$ cat config.mk
export PLATFORM = sky130hd
export DESIGN_NAME = sar_adc_conversion_sequencer
export DESIGN_NICKNAME = d
export VERILOG_FILES = /design/src/rtl/sar_seq_pkg.sv /design/src/rtl/sar_result_corrector.sv /design/src/rtl/sar_adc_conversion_sequencer.sv
export SDC_FILE = /design/constraint.sdc
export NUM_CORES = 1
export LEC_CHECK = 0
export BUFFER_PORTS_ARGS = -buffer_cell sky130_fd_sc_hd__buf_2
export CORE_MARGIN = 5
export CORE_UTILIZATION = 45
export DETAILED_ROUTE_END_ITERATION = 7
export GPL_TIMING_DRIVEN = 1
export PLACE_DENSITY = 0.67
export SLEW_MARGIN = 25
export SYNTH_ARGS = -nofsm -noshare
export SYNTH_HDL_FRONTEND = slang
export SYNTH_SLANG_ARGS = --single-unit
$ cat constraint.sdc
create_clock -name clk_sys -period 16.7 [get_ports clk_sys]
set_clock_uncertainty 0.1 [all_clocks]
set_input_delay 1.67 -clock clk_sys [delete_from_list [all_inputs] [get_ports clk_sys]]
set_output_delay 1.67 -clock clk_sys [all_outputs]
set_load 0.05 [all_outputs]
$ cat src/rtl/sar_seq_pkg.sv
package sar_seq_pkg;

  // Register byte addresses on the Wishbone port.
  localparam logic [7:0] ADDR_CTRL = 8'h00;
  localparam logic [7:0] ADDR_STATUS = 8'h04;
  localparam logic [7:0] ADDR_RESULT = 8'h08;
  localparam logic [7:0] ADDR_OFFSET = 8'h0c;
  localparam logic [7:0] ADDR_GAIN = 8'h10;

  // Control register field positions.
  localparam int CTRL_W = 21;
  localparam int BIT_START = 0;
  localparam int BIT_CONT = 1;
  localparam int BIT_DIFF = 2;
  localparam int MODE_LSB = 3;
  localparam int BIT_LSMP = 5;
  localparam int LSTS_LSB = 6;
  localparam int BIT_HSC = 9;
  localparam int BIT_AVERAGING_ENABLE = 10;
  localparam int AVGS_LSB = 11;
  localparam int BIT_ASYNC = 13;
  localparam int BIT_KEEP = 14;
  localparam int REF_LSB = 15;
  localparam int DIV_LSB = 17;
  localparam int BIT_CAL = 19;
  localparam int BIT_IE = 20;

  // Status register field positions.
  localparam int BIT_CONVERSION_COMPLETE_FLAG = 0;
  localparam int BIT_BUSY = 1;
  localparam int BIT_CALRUN = 2;
  localparam int BIT_CALFAIL = 3;

  // Values after reset; long sample code 0 is the longest extension.
  localparam logic [CTRL_W-1:0] CTRL_RESET = 21'h000000;
  localparam logic [15:0] OFFSET_RESET = 16'h0000;
  localparam logic [15:0] GAIN_RESET = 16'h8000;

  // Timing figures and their cycle counts at the system clock rate.
  localparam int CLK_MHZ = 100;
  localparam int FIRST_WAKE_US = 5;
  localparam int FIRST_WAKE_CYCLES = FIRST_WAKE_US * CLK_MHZ;
  localparam int FIRST_BUS_CYCLES = 5;
  localparam int FIRST_TICKS_LONG = 3;
  localparam int FIRST_TICKS_SHORT = 5;
  localparam int HSC_TICKS = 4;
  localparam int BCT_SE_8 = 17;
  localparam int BCT_SE_10_12 = 20;
  localparam int BCT_SE_16 = 25;
  localparam int BCT_DIFF_9 = 27;
  localparam int BCT_DIFF_11_13 = 30;
  localparam int BCT_DIFF_16 = 34;
  localparam int LST_0 = 20;
  localparam int LST_1 = 12;
  localparam int LST_2 = 6;
  localparam int LST_3 = 2;
  localparam int CAL_AVG_SHIFT = 5;
  localparam int MIN_DIV = 4;

  typedef enum logic [1:0] {
    RES_8 = 2'b00,
    RES_12 = 2'b01,
    RES_10 = 2'b10,
    RES_16 = 2'b11
  } res_mode_t;

  typedef enum logic [2:0] {
    ST_IDLE = 3'b000,
    ST_ADDER_BUS = 3'b001,
    ST_ADDER_CLK = 3'b010,
    ST_SAMPLE = 3'b011,
    ST_SAR = 3'b100
  } seq_state_t;

endpackage : sar_seq_pkg

$ cat src/rtl/sar_result_corrector.sv
`timescale 1ns/1ps
module sar_result_corrector import sar_seq_pkg::*; (
  // Raw approximation code and format.
  input wire logic [15:0] raw,
  input wire logic diff,
  input wire res_mode_t mode,
  // Correction values, gain is unsigned with 16'h8000 as unity.
  input wire logic [15:0] offset,
  input wire logic [15:0] gain,
  // Corrected, clamped, right-justified result.
  output logic [15:0] corrected
);

  logic [4:0] nbits;
  logic signed [17:0] half;
  logic signed [17:0] hi;
  logic signed [17:0] lo;
  logic signed [17:0] centred;
  logic signed [17:0] minus_off;
  logic signed [34:0] product;
  logic signed [19:0] scaled;
  logic signed [17:0] clamped;

  always_comb begin
    unique case (mode)
      RES_8: nbits = diff ? 5'd9 : 5'd8;
      RES_12: nbits = diff ? 5'd13 : 5'd12;
      RES_10: nbits = diff ? 5'd11 : 5'd10;
      RES_16: nbits = 5'd16;
    endcase
    half = 18'sd1 <<< (nbits - 5'd1);
    // An offset-binary code minus half scale gives plus minus minus, signed.
    centred = diff ? $signed({2'b00, raw}) - half : $signed({2'b00, raw});
    minus_off = centred - $signed({{2{offset[15]}}, offset});
    product = minus_off * $signed({1'b0, gain});
    scaled = product[34:15];
    hi = diff ? half - 18'sd1 : (18'sd1 <<< nbits) - 18'sd1;
    lo = diff ? -half : 18'sd0;
    // Clamping keeps a large correction from wrapping into the wrong sign.
    if (scaled > 20'(hi)) begin
      clamped = hi;
    end else if (scaled < 20'(lo)) begin
      clamped = lo;
    end else begin
      clamped = scaled[17:0];
    end
    corrected = clamped[15:0];
  end

endmodule : sar_result_corrector

$ cat src/rtl/sar_adc_conversion_sequencer.sv
`timescale 1ns/1ps
module sar_adc_conversion_sequencer import sar_seq_pkg::*; #(
  parameter logic [15:0] CAL_OFFSET_LIMIT = 16'h0100
) (
  // Clock, reset and freeze.
  input wire logic clk_sys,
  input wire logic nrst,
  input wire logic clk_en,
  // Wishbone classic slave.
  input wire logic [7:0] wb_adr_i,
  input wire logic [31:0] wb_dat_i,
  input wire logic [3:0] wb_sel_i,
  input wire logic wb_we_i,
  input wire logic wb_cyc_i,
  input wire logic wb_stb_i,
  output logic [31:0] wb_dat_o,
  output logic wb_ack_o,
  // Analog front end.
  input wire logic comparator_high,
  input wire logic local_async_clock,
  output logic sample_hold,
  output logic [15:0] dac_code,
  output logic diff_mode,
  output logic [1:0] reference_select,
  output logic cal_short,
  output logic async_clock_request,
  output logic conv_irq
);

  ////////////////////////////////////////////////////////////////////////////////
  // Pin synchronisers.

  logic comp_s1;
  logic comp_s2;
  logic lac_s1;
  logic lac_s2;
  logic lac_s3;

  always_ff @(posedge clk_sys or negedge nrst) begin
    if (!nrst) begin
      comp_s1 <= 1'b0;
      comp_s2 <= 1'b0;
      lac_s1 <= 1'b0;
      lac_s2 <= 1'b0;
      lac_s3 <= 1'b0;
    end else if (clk_en) begin
      comp_s1 <= comparator_high;
      comp_s2 <= comp_s1;
      lac_s1 <= local_async_clock;
      lac_s2 <= lac_s1;
      lac_s3 <= lac_s2;
    end
  end

  ////////////////////////////////////////////////////////////////////////////////
  // State.

  seq_state_t state;
  seq_state_t next_state;
  logic [CTRL_W-1:0] ctrl;
  logic [CTRL_W-1:0] next_ctrl;
  logic [15:0] offset;
  logic [15:0] next_offset;
  logic [15:0] gain;
  logic [15:0] next_gain;
  logic [15:0] result;
  logic [15:0] next_result;
  logic conversion_complete_flag;
  logic next_conversion_complete_flag;
  logic cal_fail;
  logic next_cal_fail;
  logic [9:0] cnt;
  logic [9:0] next_cnt;
  logic [4:0] conv_left;
  logic [4:0] next_conv_left;
  logic [3:0] idx;
  logic [3:0] next_idx;
  logic [15:0] next_dac_code;
  logic signed [21:0] acc;
  logic signed [21:0] next_acc;
  logic [4:0] div_cnt;
  logic [4:0] next_div_cnt;
  logic [31:0] next_wb_dat_o;
  logic next_wb_ack_o;
  logic next_sample_hold;
  logic next_diff_mode;
  logic [1:0] next_reference_select;
  logic next_cal_short;
  logic next_async_clock_request;
  logic next_conv_irq;

  ////////////////////////////////////////////////////////////////////////////////
  // Derived configuration.

  logic cal_run;
  logic eff_diff;
  res_mode_t eff_mode;
  logic [4:0] nbits;
  logic [5:0] base_ticks;
  logic [5:0] lst_ticks;
  logic [5:0] sample_ticks;
  logic [2:0] first_ticks;
  logic [9:0] bus_limit;
  logic [5:0] ratio;
  logic tick;
  logic [4:0] nconv_m1;
  logic [2:0] avg_shift;
  logic [15:0] sar_final;
  logic [15:0] corrected;
  logic signed [21:0] acc_after;
  logic signed [21:0] mean;

  always_comb begin
    cal_run = ctrl[BIT_CAL];
    eff_diff = ctrl[BIT_DIFF] & ~cal_run;
    eff_mode = cal_run ? RES_16 : res_mode_t'(ctrl[MODE_LSB +: 2]);
    unique case (eff_mode)
      RES_8: nbits = eff_diff ? 5'd9 : 5'd8;
      RES_12: nbits = eff_diff ? 5'd13 : 5'd12;
      RES_10: nbits = eff_diff ? 5'd11 : 5'd10;
      RES_16: nbits = 5'd16;
    endcase
    unique case (eff_mode)
      RES_8: base_ticks = eff_diff ? 6'(BCT_DIFF_9) : 6'(BCT_SE_8);
      RES_16: base_ticks = eff_diff ? 6'(BCT_DIFF_16) : 6'(BCT_SE_16);
      default: base_ticks = eff_diff ? 6'(BCT_DIFF_11_13) : 6'(BCT_SE_10_12);
    endcase
    unique case (ctrl[LSTS_LSB +: 3])
      3'h0: lst_ticks = 6'(LST_0);
      3'h1: lst_ticks = 6'(LST_1);
      3'h2: lst_ticks = 6'(LST_2);
      3'h3: lst_ticks = 6'(LST_3);
      default: lst_ticks = 6'h00;
    endcase
    if (!ctrl[BIT_LSMP]) begin
      lst_ticks = 6'h00;
    end
    // The sample phase absorbs the long sample and high speed adders; the SAR phase is one tick per bit.
    sample_ticks = base_ticks - 6'(nbits) + lst_ticks
                   + (ctrl[BIT_HSC] ? 6'(HSC_TICKS) : 6'h00);
    first_ticks = ctrl[BIT_LSMP] ? 3'(FIRST_TICKS_LONG) : 3'(FIRST_TICKS_SHORT);
    // A gated local clock needs time to restart before the first conversion.
    bus_limit = 10'(FIRST_BUS_CYCLES - 1);
    if (ctrl[BIT_ASYNC] && !ctrl[BIT_KEEP]) begin
      bus_limit = 10'(FIRST_BUS_CYCLES - 1 + FIRST_WAKE_CYCLES);
    end
    ratio = 6'(MIN_DIV) << ctrl[DIV_LSB +: 2];
    tick = ctrl[BIT_ASYNC] ? (lac_s2 & ~lac_s3) : (div_cnt == 5'(ratio - 6'd1));
    if (cal_run) begin
      avg_shift = 3'(CAL_AVG_SHIFT);
    end else if (ctrl[BIT_AVERAGING_ENABLE]) begin
      avg_shift = 3'd2 + {1'b0, ctrl[AVGS_LSB +: 2]};
    end else begin
      avg_shift = 3'd0;
    end
    nconv_m1 = 5'((6'd1 << avg_shift) - 6'd1);
    sar_final = dac_code;
    if (!comp_s2) begin
      sar_final[idx] = 1'b0;
    end
    acc_after = acc + (eff_diff ? {{6{corrected[15]}}, corrected} : {6'h00, corrected});
    mean = acc_after >>> avg_shift;
  end

  sar_result_corrector u_corrector (
    .raw(sar_final),
    .diff(eff_diff),
    .mode(eff_mode),
    .offset(cal_run ? 16'h0000 : offset),
    .gain(cal_run ? GAIN_RESET : gain),
    .corrected(corrected)
  );

  ////////////////////////////////////////////////////////////////////////////////
  // Bus slave and sequencer next state.

  logic bus_req;
  logic [31:0] wmask;
  logic [31:0] wval;
  logic start_req;
  logic cal_req;

  always_comb begin
    next_state = state;
    next_ctrl = ctrl;
    next_offset = offset;
    next_gain = gain;
    next_result = result;
    next_conversion_complete_flag = conversion_complete_flag;
    next_cal_fail = cal_fail;
    next_cnt = cnt;
    next_conv_left = conv_left;
    next_idx = idx;
    next_dac_code = dac_code;
    next_acc = acc;
    next_div_cnt = (div_cnt >= 5'(ratio - 6'd1)) ? 5'h00 : div_cnt + 5'h01;
    bus_req = wb_cyc_i & wb_stb_i & ~wb_ack_o;
    wmask = {{8{wb_sel_i[3]}}, {8{wb_sel_i[2]}}, {8{wb_sel_i[1]}}, {8{wb_sel_i[0]}}};
    wval = 32'h00000000;
    start_req = 1'b0;
    cal_req = 1'b0;
    next_wb_ack_o = bus_req;
    next_wb_dat_o = 32'h00000000;
    if (bus_req && wb_we_i) begin
      unique case (wb_adr_i)
        ADDR_CTRL: begin
          wval = (32'(ctrl) & ~wmask) | (wb_dat_i & wmask);
          next_ctrl = wval[CTRL_W-1:0];
          next_ctrl[BIT_START] = 1'b0;
          // Software can request calibration but never cancel one under way.
          next_ctrl[BIT_CAL] = ctrl[BIT_CAL] | (wval[BIT_CAL] & (state == ST_IDLE));
          start_req = wval[BIT_START] & (state == ST_IDLE);
          cal_req = wval[BIT_CAL] & ~ctrl[BIT_CAL] & (state == ST_IDLE);
          if (cal_req) begin
            next_cal_fail = 1'b0;
          end
        end
        ADDR_OFFSET: begin
          wval = ({16'h0000, offset} & ~wmask) | (wb_dat_i & wmask);
          next_offset = wval[15:0];
        end
        ADDR_GAIN: begin
          wval = ({16'h0000, gain} & ~wmask) | (wb_dat_i & wmask);
          next_gain = wval[15:0];
        end
        default: begin
        end
      endcase
    end else if (bus_req) begin
      unique case (wb_adr_i)
        ADDR_CTRL: next_wb_dat_o = 32'(ctrl);
        ADDR_STATUS: begin
          next_wb_dat_o[BIT_CONVERSION_COMPLETE_FLAG] = conversion_complete_flag;
          next_wb_dat_o[BIT_BUSY] = state != ST_IDLE;
          next_wb_dat_o[BIT_CALRUN] = cal_run;
          next_wb_dat_o[BIT_CALFAIL] = cal_fail;
        end
        ADDR_RESULT: begin
          next_wb_dat_o = {{16{eff_diff & result[15]}}, result};
          next_conversion_complete_flag = 1'b0;
        end
        ADDR_OFFSET: next_wb_dat_o = {16'h0000, offset};
        ADDR_GAIN: next_wb_dat_o = {16'h0000, gain};
        default: begin
        end
      endcase
    end
    unique case (state)
      ST_IDLE: begin
        if (start_req || cal_req) begin
          next_state = ST_ADDER_BUS;
          next_cnt = 10'h000;
        end
      end
      ST_ADDER_BUS: begin
        next_cnt = cnt + 10'h001;
        if (cnt == bus_limit) begin
          next_state = ST_ADDER_CLK;
          next_cnt = 10'h000;
        end
      end
      ST_ADDER_CLK: begin
        if (tick) begin
          next_cnt = cnt + 10'h001;
          if (cnt == 10'(first_ticks - 3'd1)) begin
            next_state = ST_SAMPLE;
            next_cnt = 10'h000;
            next_conv_left = nconv_m1;
            next_acc = 22'sh000000;
          end
        end
      end
      ST_SAMPLE: begin
        if (tick) begin
          next_cnt = cnt + 10'h001;
          if (cnt == 10'(sample_ticks - 6'd1)) begin
            next_state = ST_SAR;
            next_idx = 4'(nbits - 5'd1);
            next_dac_code = 16'(17'h00001 << (nbits - 5'd1));
          end
        end
      end
      ST_SAR: begin
        if (tick) begin
          next_dac_code = sar_final;
          if (idx != 4'h0) begin
            next_dac_code[idx - 4'h1] = 1'b1;
            next_idx = idx - 4'h1;
          end else if (conv_left != 5'h00) begin
            next_acc = acc_after;
            next_conv_left = conv_left - 5'h01;
            next_state = ST_SAMPLE;
            next_cnt = 10'h000;
          end else begin
            next_conversion_complete_flag = 1'b1;
            next_acc = 22'sh000000;
            next_cnt = 10'h000;
            next_conv_left = nconv_m1;
            if (cal_run) begin
              next_offset = mean[15:0];
              next_cal_fail = mean[15:0] > CAL_OFFSET_LIMIT;
              next_ctrl[BIT_CAL] = 1'b0;
              next_state = ST_IDLE;
            end else begin
              next_result = mean[15:0];
              // Continuous mode restarts without repeating the first adder.
              next_state = ctrl[BIT_CONT] ? ST_SAMPLE : ST_IDLE;
            end
          end
        end
      end
      default: next_state = ST_IDLE;
    endcase
    next_sample_hold = next_state == ST_SAMPLE;
    next_diff_mode = next_ctrl[BIT_DIFF] & ~next_ctrl[BIT_CAL];
    // An unused code reads back as is but drives the external pair.
    next_reference_select = (next_ctrl[REF_LSB +: 2] == 2'b11) ? 2'b00
                            : next_ctrl[REF_LSB +: 2];
    next_cal_short = next_ctrl[BIT_CAL];
    next_async_clock_request = next_ctrl[BIT_ASYNC]
                               & (next_ctrl[BIT_KEEP] | (next_state != ST_IDLE));
    next_conv_irq = next_conversion_complete_flag & next_ctrl[BIT_IE];
  end

  always_ff @(posedge clk_sys or negedge nrst) begin
    if (!nrst) begin
      state <= ST_IDLE;
      ctrl <= CTRL_RESET;
      offset <= OFFSET_RESET;
      gain <= GAIN_RESET;
      result <= 16'h0000;
      conversion_complete_flag <= 1'b0;
      cal_fail <= 1'b0;
      cnt <= 10'h000;
      conv_left <= 5'h00;
      idx <= 4'h0;
      dac_code <= 16'h0000;
      acc <= 22'sh000000;
      div_cnt <= 5'h00;
      wb_dat_o <= 32'h00000000;
      wb_ack_o <= 1'b0;
      sample_hold <= 1'b0;
      diff_mode <= 1'b0;
      reference_select <= 2'b00;
      cal_short <= 1'b0;
      async_clock_request <= 1'b0;
      conv_irq <= 1'b0;
    end else if (clk_en) begin
      state <= next_state;
      ctrl <= next_ctrl;
      offset <= next_offset;
      gain <= next_gain;
      result <= next_result;
      conversion_complete_flag <= next_conversion_complete_flag;
      cal_fail <= next_cal_fail;
      cnt <= next_cnt;
      conv_left <= next_conv_left;
      idx <= next_idx;
      dac_code <= next_dac_code;
      acc <= next_acc;
      div_cnt <= next_div_cnt;
      wb_dat_o <= next_wb_dat_o;
      wb_ack_o <= next_wb_ack_o;
      sample_hold <= next_sample_hold;
      diff_mode <= next_diff_mode;
      reference_select <= next_reference_select;
      cal_short <= next_cal_short;
      async_clock_request <= next_async_clock_request;
      conv_irq <= next_conv_irq;
    end
  end

endmodule : sar_adc_conversion_sequencer

==> results of run 1 <==
[cell usage after synthesis, types with 12 or more instances]
cell and count:
or2_2 12, buf_1 15, nor2b_1 32, a211oi_1 35, fa_1 290, inv_1 457, ha_1 208, xnor2_1 85
o2bb2ai_1 19, o21bai_1 13, o21ai_0 128, o22ai_1 16, and3_1 26, o31ai_1 15, a221oi_1 17, a21oi_1 136
dfrtp_1 167, clkbuf_1 126, nand2_1 350, xor2_1 33, or3_1 17, nor4_1 18, mux2i_1 34, mux2_2 71
a311oi_1 25, a2111oi_0 15, a31oi_1 30, nor3_1 84, a22o_1 20, nor2_1 264, o21a_1 28, nand3_1 64
a21o_1 41, nand2b_1 35, nand4_1 21
[worst max-delay path, delay by kind of cell, from the launching register on]
kind,cells,cell delay [ns]
DFF,1,0.45
adders and majority gates,13,4.91
muxes,1,0.52
and+or+nand+nor,17,3.68
AOI/OAI and AO/OA,30,5.55
xor gates and xnor gates,2,0.33
buffers and inverters,10,0.97
[cell type report]
cell class	instances	area, um2
diodes	1	2.50
clock buffers	17	425
clock inverters	15	175
fillers	5227	25100
inverters	461	1740
multi-input cells	2352	20700
flip-flops and latches	168	4210
well taps	765	957
repair buffers	605	4390
[timing repair]
item,CTS,global route
hold endpoints to repair,0,0
gates cloned,0,0
resized for setup,59,162
endpoints found under the setup margin,15,35
setup buffers,14,35
hold buffers,0,0
pin swaps,28,115
[power by group]
group          internal [mW]  switching [mW]
combinational           2.48            2.64
clock                  0.202           0.201
sequential             0.452          0.0465
total                   3.14            2.89
[through the flow]
step	worst slack [ns]	util
global placement	-0.391	0.530
global route	-0.415	0.564
floorplan	0.00147	-
detailed placement	-0.510	0.530
CTS	0.0130	0.546
finish	0.0386	0.564
[per-layer routing]
layer | vias up | part of all wire | routed length, um
li1 | 11500 | - | -
met1 | 12100 | 0.42 | 35900
met2 | 1004 | 0.46 | 39200
met3 | 179 | 0.081 | 6860
met4 | 0 | 0.038 | 3230
met5 | - | 0 | 0
[kinds of logic after synthesis]
group	count (synthesis)	share of synthesized area
buffers and inverters	625	0.0925
AOI/OAI and AO/OA	653	0.171
other	1	0.000143
and+or+nand+nor	974	0.170
adders and majority gates	499	0.321
DFF	168	0.161
xor gates and xnor gates	118	0.0395
muxes	107	0.0448
[worst paths after layout]
kind                       slack, ns           end  depth (start not counted)
max reg2reg                     0.04      cal_fail                         73
min reg2reg                     0.38     result[3]                          2
min in group asynchronous       1.01  dac_code[13]                          1
min                             0.38     result[3]                          2
max in group asynchronous      14.35      ctrl[19]                          2
max                             0.04      cal_fail                         73
==> results.md, run 1 <==
- Status: completed
- Post-Route WL: 85200 um
- CTS Buffer Depth: 2
- Met3 Track Usage GR: 0.0440
- Number of global-route vias before repair: around 24000
- Crit-path max cell delay: between 0.5 and 0.6 ns
- Max Cap Violations: 0
- Initial DRT Pass Iterations: 6
- CTS buffer count: 17
- Netlist cell types: between 90 and 100
- Crit path DAT: 16.87 ns
- Routed wire length per instance: 19.4 um
- Max rail drop VDD: 0.217 mV
- Top cell by count, worst path: a21oi_2
- Max frequency: around 0.06 GHz
- Leak: 15.6 nW
- Slew Viols, Final: 0
- Worst-path clk slew: 0.07 ns
- Die Area: 63100 um2
- WP data required: 16.91 ns
- Post-route ant nets: 0
- Nets@finish: just over 4000
- CP startpoint: ctrl[19]
- Core area: 57700 um2
- Die H: 251 um
- Mapped cell area: 26200 um2
- Worst relative slew slack: 0.257
- Worst reg2reg path startpoint: ctrl[19]
- Finished Layout Cells: 4384
- Synth top area share: 0.222
- Busiest grt layer: met2
- Sequential-to-total area share from yosys stat: 0.161
- Average size of a mapped cell: 8.33 um2
- Most frequent cells in the layout: buf_4 (499), inv_1 (440), nand2_1 (343), fa_1 (281), nor2_1 (254)
- Setup violators final: 0
- Vias: roughly 25000
- Vias per cell: 5.66
- Startpoint Class: flop
- Ratio of cells with drive above 1 in the final layout: 0.257
- Placed Area: 30600 um2
- Worst Path Class, Setup: reg2reg
- Min-Delay Path Class: reg2reg
- Most common cell after layout, fill and taps aside: buf_4
- Hold Crit Start: result[3]
- Min cycle time layout: 16.66 ns
- Clock root buffer: clkbuf_16
- TritonCTS clock tree: yes
- Grt ovf: 0
- Cell Pwr Density: 185 nW/um2
- WHS: 0.379 ns
- Syn nets: 3695
- Main area contributors after synthesis: fa_1 (22%), dfrtp_1 (16%), ha_1 (9.9%)
- Crit-path slowest cell: fa_2
- RSZ-0062 raised after global routing: true
- Worst skew pair latency: ~0.44 ns
- Die X: 251 um
- Finished Cell Area: about 33000 um2
- Tot Pwr: 6.02 mW
- Num ports: 108
- GR met1 Demand/Resource: 0.364
- Seq cells post-synth: roughly 170
- Worst setup EP type: flop
- GRT Overall Usage: 0.262
- First-pass GRT wire length: 133000 um
- Clock sink total: 168
- # placed instances: between 4000 and 5000
- H-tree Lvls: 4
- DP Wirelength: 67700 um
- Layout Area Growth over Synthesis: 24.3%
- 1st-iter DRT viols: 1932
- Fin crit share: 0.998
- Largest net degree at the start of global routing: 70
- CP max FO: 4
- Drt drc: 0
- Met2 Usage GRT: 0.420
- Number of synthesized flops with an enable pin: 0
- Slew @ Worst Pin: 1.11 ns
- Site Rows: 88
- FFs w/ async S/R, synth: 1.00
- Ys flop type: dfrtp_1
- Antenna violations before repair: 1
- Initial Util: 0.454
- Biggest area consumer among synthesized cells: fa_1
- Fin. Hold Viols: 0
- Total negative slack: 0 ns
- Cell count after synthesis: 3145
- Count of buffers from port buffering: 95
- Placer Congestion: 0.981
- Synthesis Warnings: 0
(Power assumes the default switching activity.)
==> run 2: changes to the inputs <==
CORE_MARGIN = 10   (was 5)
==> results.md, run 2 (synthesized netlist as in run 1, its figures left out) <==
- Fin crit share: 1.03 (was 0.998)
- Post-route ant nets: 0 (unchanged)
- CTS Buffer Depth: 2 (unchanged)
- Min cycle time layout: 17.15 ns (was 16.66 ns)
- Die Area: 68200 um2 (was 63100 um2)
- 1st-iter DRT viols: 1855 (was 1932)
- DP Worst Slack: -0.603 ns (was -0.510 ns)
- Layout Area Growth over Synthesis: 23.8% (was 24.3%)
- Setup violators final: 9 (was 0)
- Die X: 261 um (was 251 um)
- TritonCTS clock tree: yes (unchanged)
- Tot Pwr: 6.23 mW (was 6.02 mW)
- Max frequency: 0.0583 GHz (was 0.0600 GHz)
- Largest net degree at the start of global routing: 91 (was 70)
- Max rail drop VDD: 0.245 mV (was 0.217 mV)
- GRT Overall Usage: 0.248 (was 0.262)
- CTS buffer count: 17 (unchanged)
- Reg2Reg Setup Slack: -0.45 ns (was 0.04 ns)
- Startpoint Class: flop (unchanged)
- Slew Viols, Final: 0 (unchanged)
- Worst setup EP type: flop (unchanged)
- Vias per cell: 5.64 (was 5.66)
- Worst reg2reg path startpoint: ctrl[19] (unchanged)
- Clk pwr share: 0.066 (was 0.067)
- Min-Delay Path Class: reg2reg (unchanged)
- Finished Cell Area: 32400 um2 (was 32600 um2)
- Num ports: 108 (unchanged)
- Vias: 24700 (was 24800)
- Worst-path clk slew: 0.08 ns (was 0.07 ns)
- Hold Crit Start: result[2] (was result[3])
- Count of buffers from port buffering: 95 (unchanged)
- Crit path DAT: 17.37 ns (was 16.87 ns)
- Leak: 15.6 nW (about the same)
- Site Rows: 88 (unchanged)
- Fin. Hold Viols: 0 (unchanged)
- Ratio of cells with drive above 1 in the final layout: 0.253 (was 0.257)
- Placed Area: 30600 um2 (about the same)
- Die H: 261 um (was 251 um)
- Most frequent cells in the layout: buf_4 (491), inv_1 (439), nand2_1 (341), fa_1 (282), nor2_1 (256) (was buf_4 (499), inv_1 (440), nand2_1 (343), fa_1 (281), nor2_1 (254))
- Worst Path Class, Setup: reg2reg (unchanged)
- Worst skew pair latency: 0.45 ns (was 0.44 ns)
- Status: finished with violations (was completed)
- Antenna violations before repair: 1 (unchanged)
- Switching Power: 2.98 mW (was 2.89 mW)
- Core area: 57700 um2 (unchanged)
- Initial DRT Pass Iterations: 6 (unchanged)
- Initial Util: 0.454 (unchanged)
- Net Sw Frac: 0.478 (was 0.480)
- Crit-path max cell delay: 0.59 ns (was 0.58 ns)
- Reg2reg path depth: 75 (was 73)
- Crit-path slowest cell: fa_2 (unchanged)
- Reg2reg end: cal_fail (unchanged)
- Placer Congestion: 0.971 (was 0.981)
- Slew @ Worst Pin: 1.16 ns (was 1.11 ns)
- Cell Pwr Density: 192 nW/um2 (was 185 nW/um2)
- First-pass GRT wire length: 135000 um (was 133000 um)
- Filler cell count: 5309 (was 5227)
- DP Wirelength: 68600 um (was 67700 um)
- Number of global-route vias before repair: 24500 (was 24300)
- CP top delay family: compound AO/OA/AOI/OAI gates (unchanged)
- Drt drc: 0 (unchanged)
- Hold EP: result[2] (was result[3])
- RSZ-0062 raised after global routing: true (unchanged)
- Logic gate share of total power: 0.854 (was 0.850)
- Pint: 3.25 mW (was 3.14 mW)
- Worst relative slew slack: 0.226 (was 0.257)
- WHS Path Cells: 2 (unchanged)
- Total negative slack: -1.59 ns (was 0 ns)
- Cts hold-fix bufs: 0 (unchanged)
- Most common cell after layout, fill and taps aside: buf_4 (unchanged)
- Worst path bufs/invs: 11 (was 10)
- Routed wire length per instance: 19.5 um (was 19.4 um)
- Grt ovf: 0 (unchanged)
- Clock sink total: 168 (unchanged)
- H-tree Lvls: 4 (unchanged)
- Nets@finish: 4150 (was 4155)
- Failing checks: negative setup slack
- WP data required: 16.92 ns (was 16.91 ns)
- Worst setup margin: -0.448 ns (was 0.0386 ns)
- CP max FO: 4 (unchanged)
- Final core occ: 0.562 (was 0.564)
- Flop pwr share: 0.080 (was 0.083)
- Max Cap Violations: 0 (unchanged)
- Post-Route WL: 85300 um (was 85200 um)
- Clock root buffer: clkbuf_16 (unchanged)
-- run 2: worst max path at each step --
stage	slack, ns	to	startpoint	cells past startpoint
finish	-0.45	cal_fail	ctrl[19]	75
floorplan	0.001	cal_fail	ctrl[19]	78
global placement	-0.42	cal_fail	ctrl[19]	76
CTS	-0.006	cal_fail	ctrl[19]	74
detailed placement	-0.60	cal_fail	ctrl[19]	77
global route	-1.08	cal_fail	ctrl[19]	77
-- run 2: power groups by stage --
stage	logic (mW)	registers (mW)	clock network, mW
2_1_floorplan	2.35	0.510	0
3_3_place_gp	4.46	0.504	0
3_5_place_dp	4.49	0.504	0
4_1_cts	4.63	0.497	0.412
5_1_grt	5.67	0.505	0.428
6_report	5.32	0.499	0.410
-- run 2: stage by stage --
step | hold slack [ns] | instances
after CTS | 0.379 | 4350
after global placement | 0.357 | 4307
after detailed placement | 0.361 | 4307
after floorplan | 0.345 | 3145
final | 0.379 | 4379
after global routing | 0.406 | 4378
-- run 2: per-layer routing --
| metal | wire [um] | GRT usage | up-vias |
|---|---|---|---|
| met1 | 36400 | 0.340 | 12100 |
| met3 | 6510 | 0.0383 | 150 |
| li1 | - | - | 11500 |
| met5 | 0 | 0 | - |
| met2 | 39500 | 0.397 | 930 |
| met4 | 2820 | 0.0766 | 0 |
-- run 2: cell type report --
type | instances | area [um2] | area share
timing repair buffer | 600 | 4350 | 0.134
inverter | 461 | 1740 | 0.0536
clock buffer | 18 | 439 | 0.0135
tap | 765 | 957 | 0.0295
multi-input combinational | 2352 | 20500 | 0.634
antenna | 1 | 2.50 | 0.0000772
clock inverter | 14 | 171 | 0.00529
sequential | 168 | 4210 | 0.130
-- run 2: worst register-to-register path, delay by kind of cell (launching register included) --
family / cells / cell delay [ns]
compound gates: 29 / 5.52
fa+ha+maj: 14 / 5.24
simple gates: 17 / 3.45
buf+inv: 11 / 1.12
mux: 2 / 0.79
flops: 1 / 0.45
xor+xnor: 2 / 0.35
-- run 2: timing repair --
action	in CTS	in global routing
endpoints found under the setup margin	24	37
setup buffers	11	32
cloned	0	0
resized for setup	52	151
pin swaps	31	110
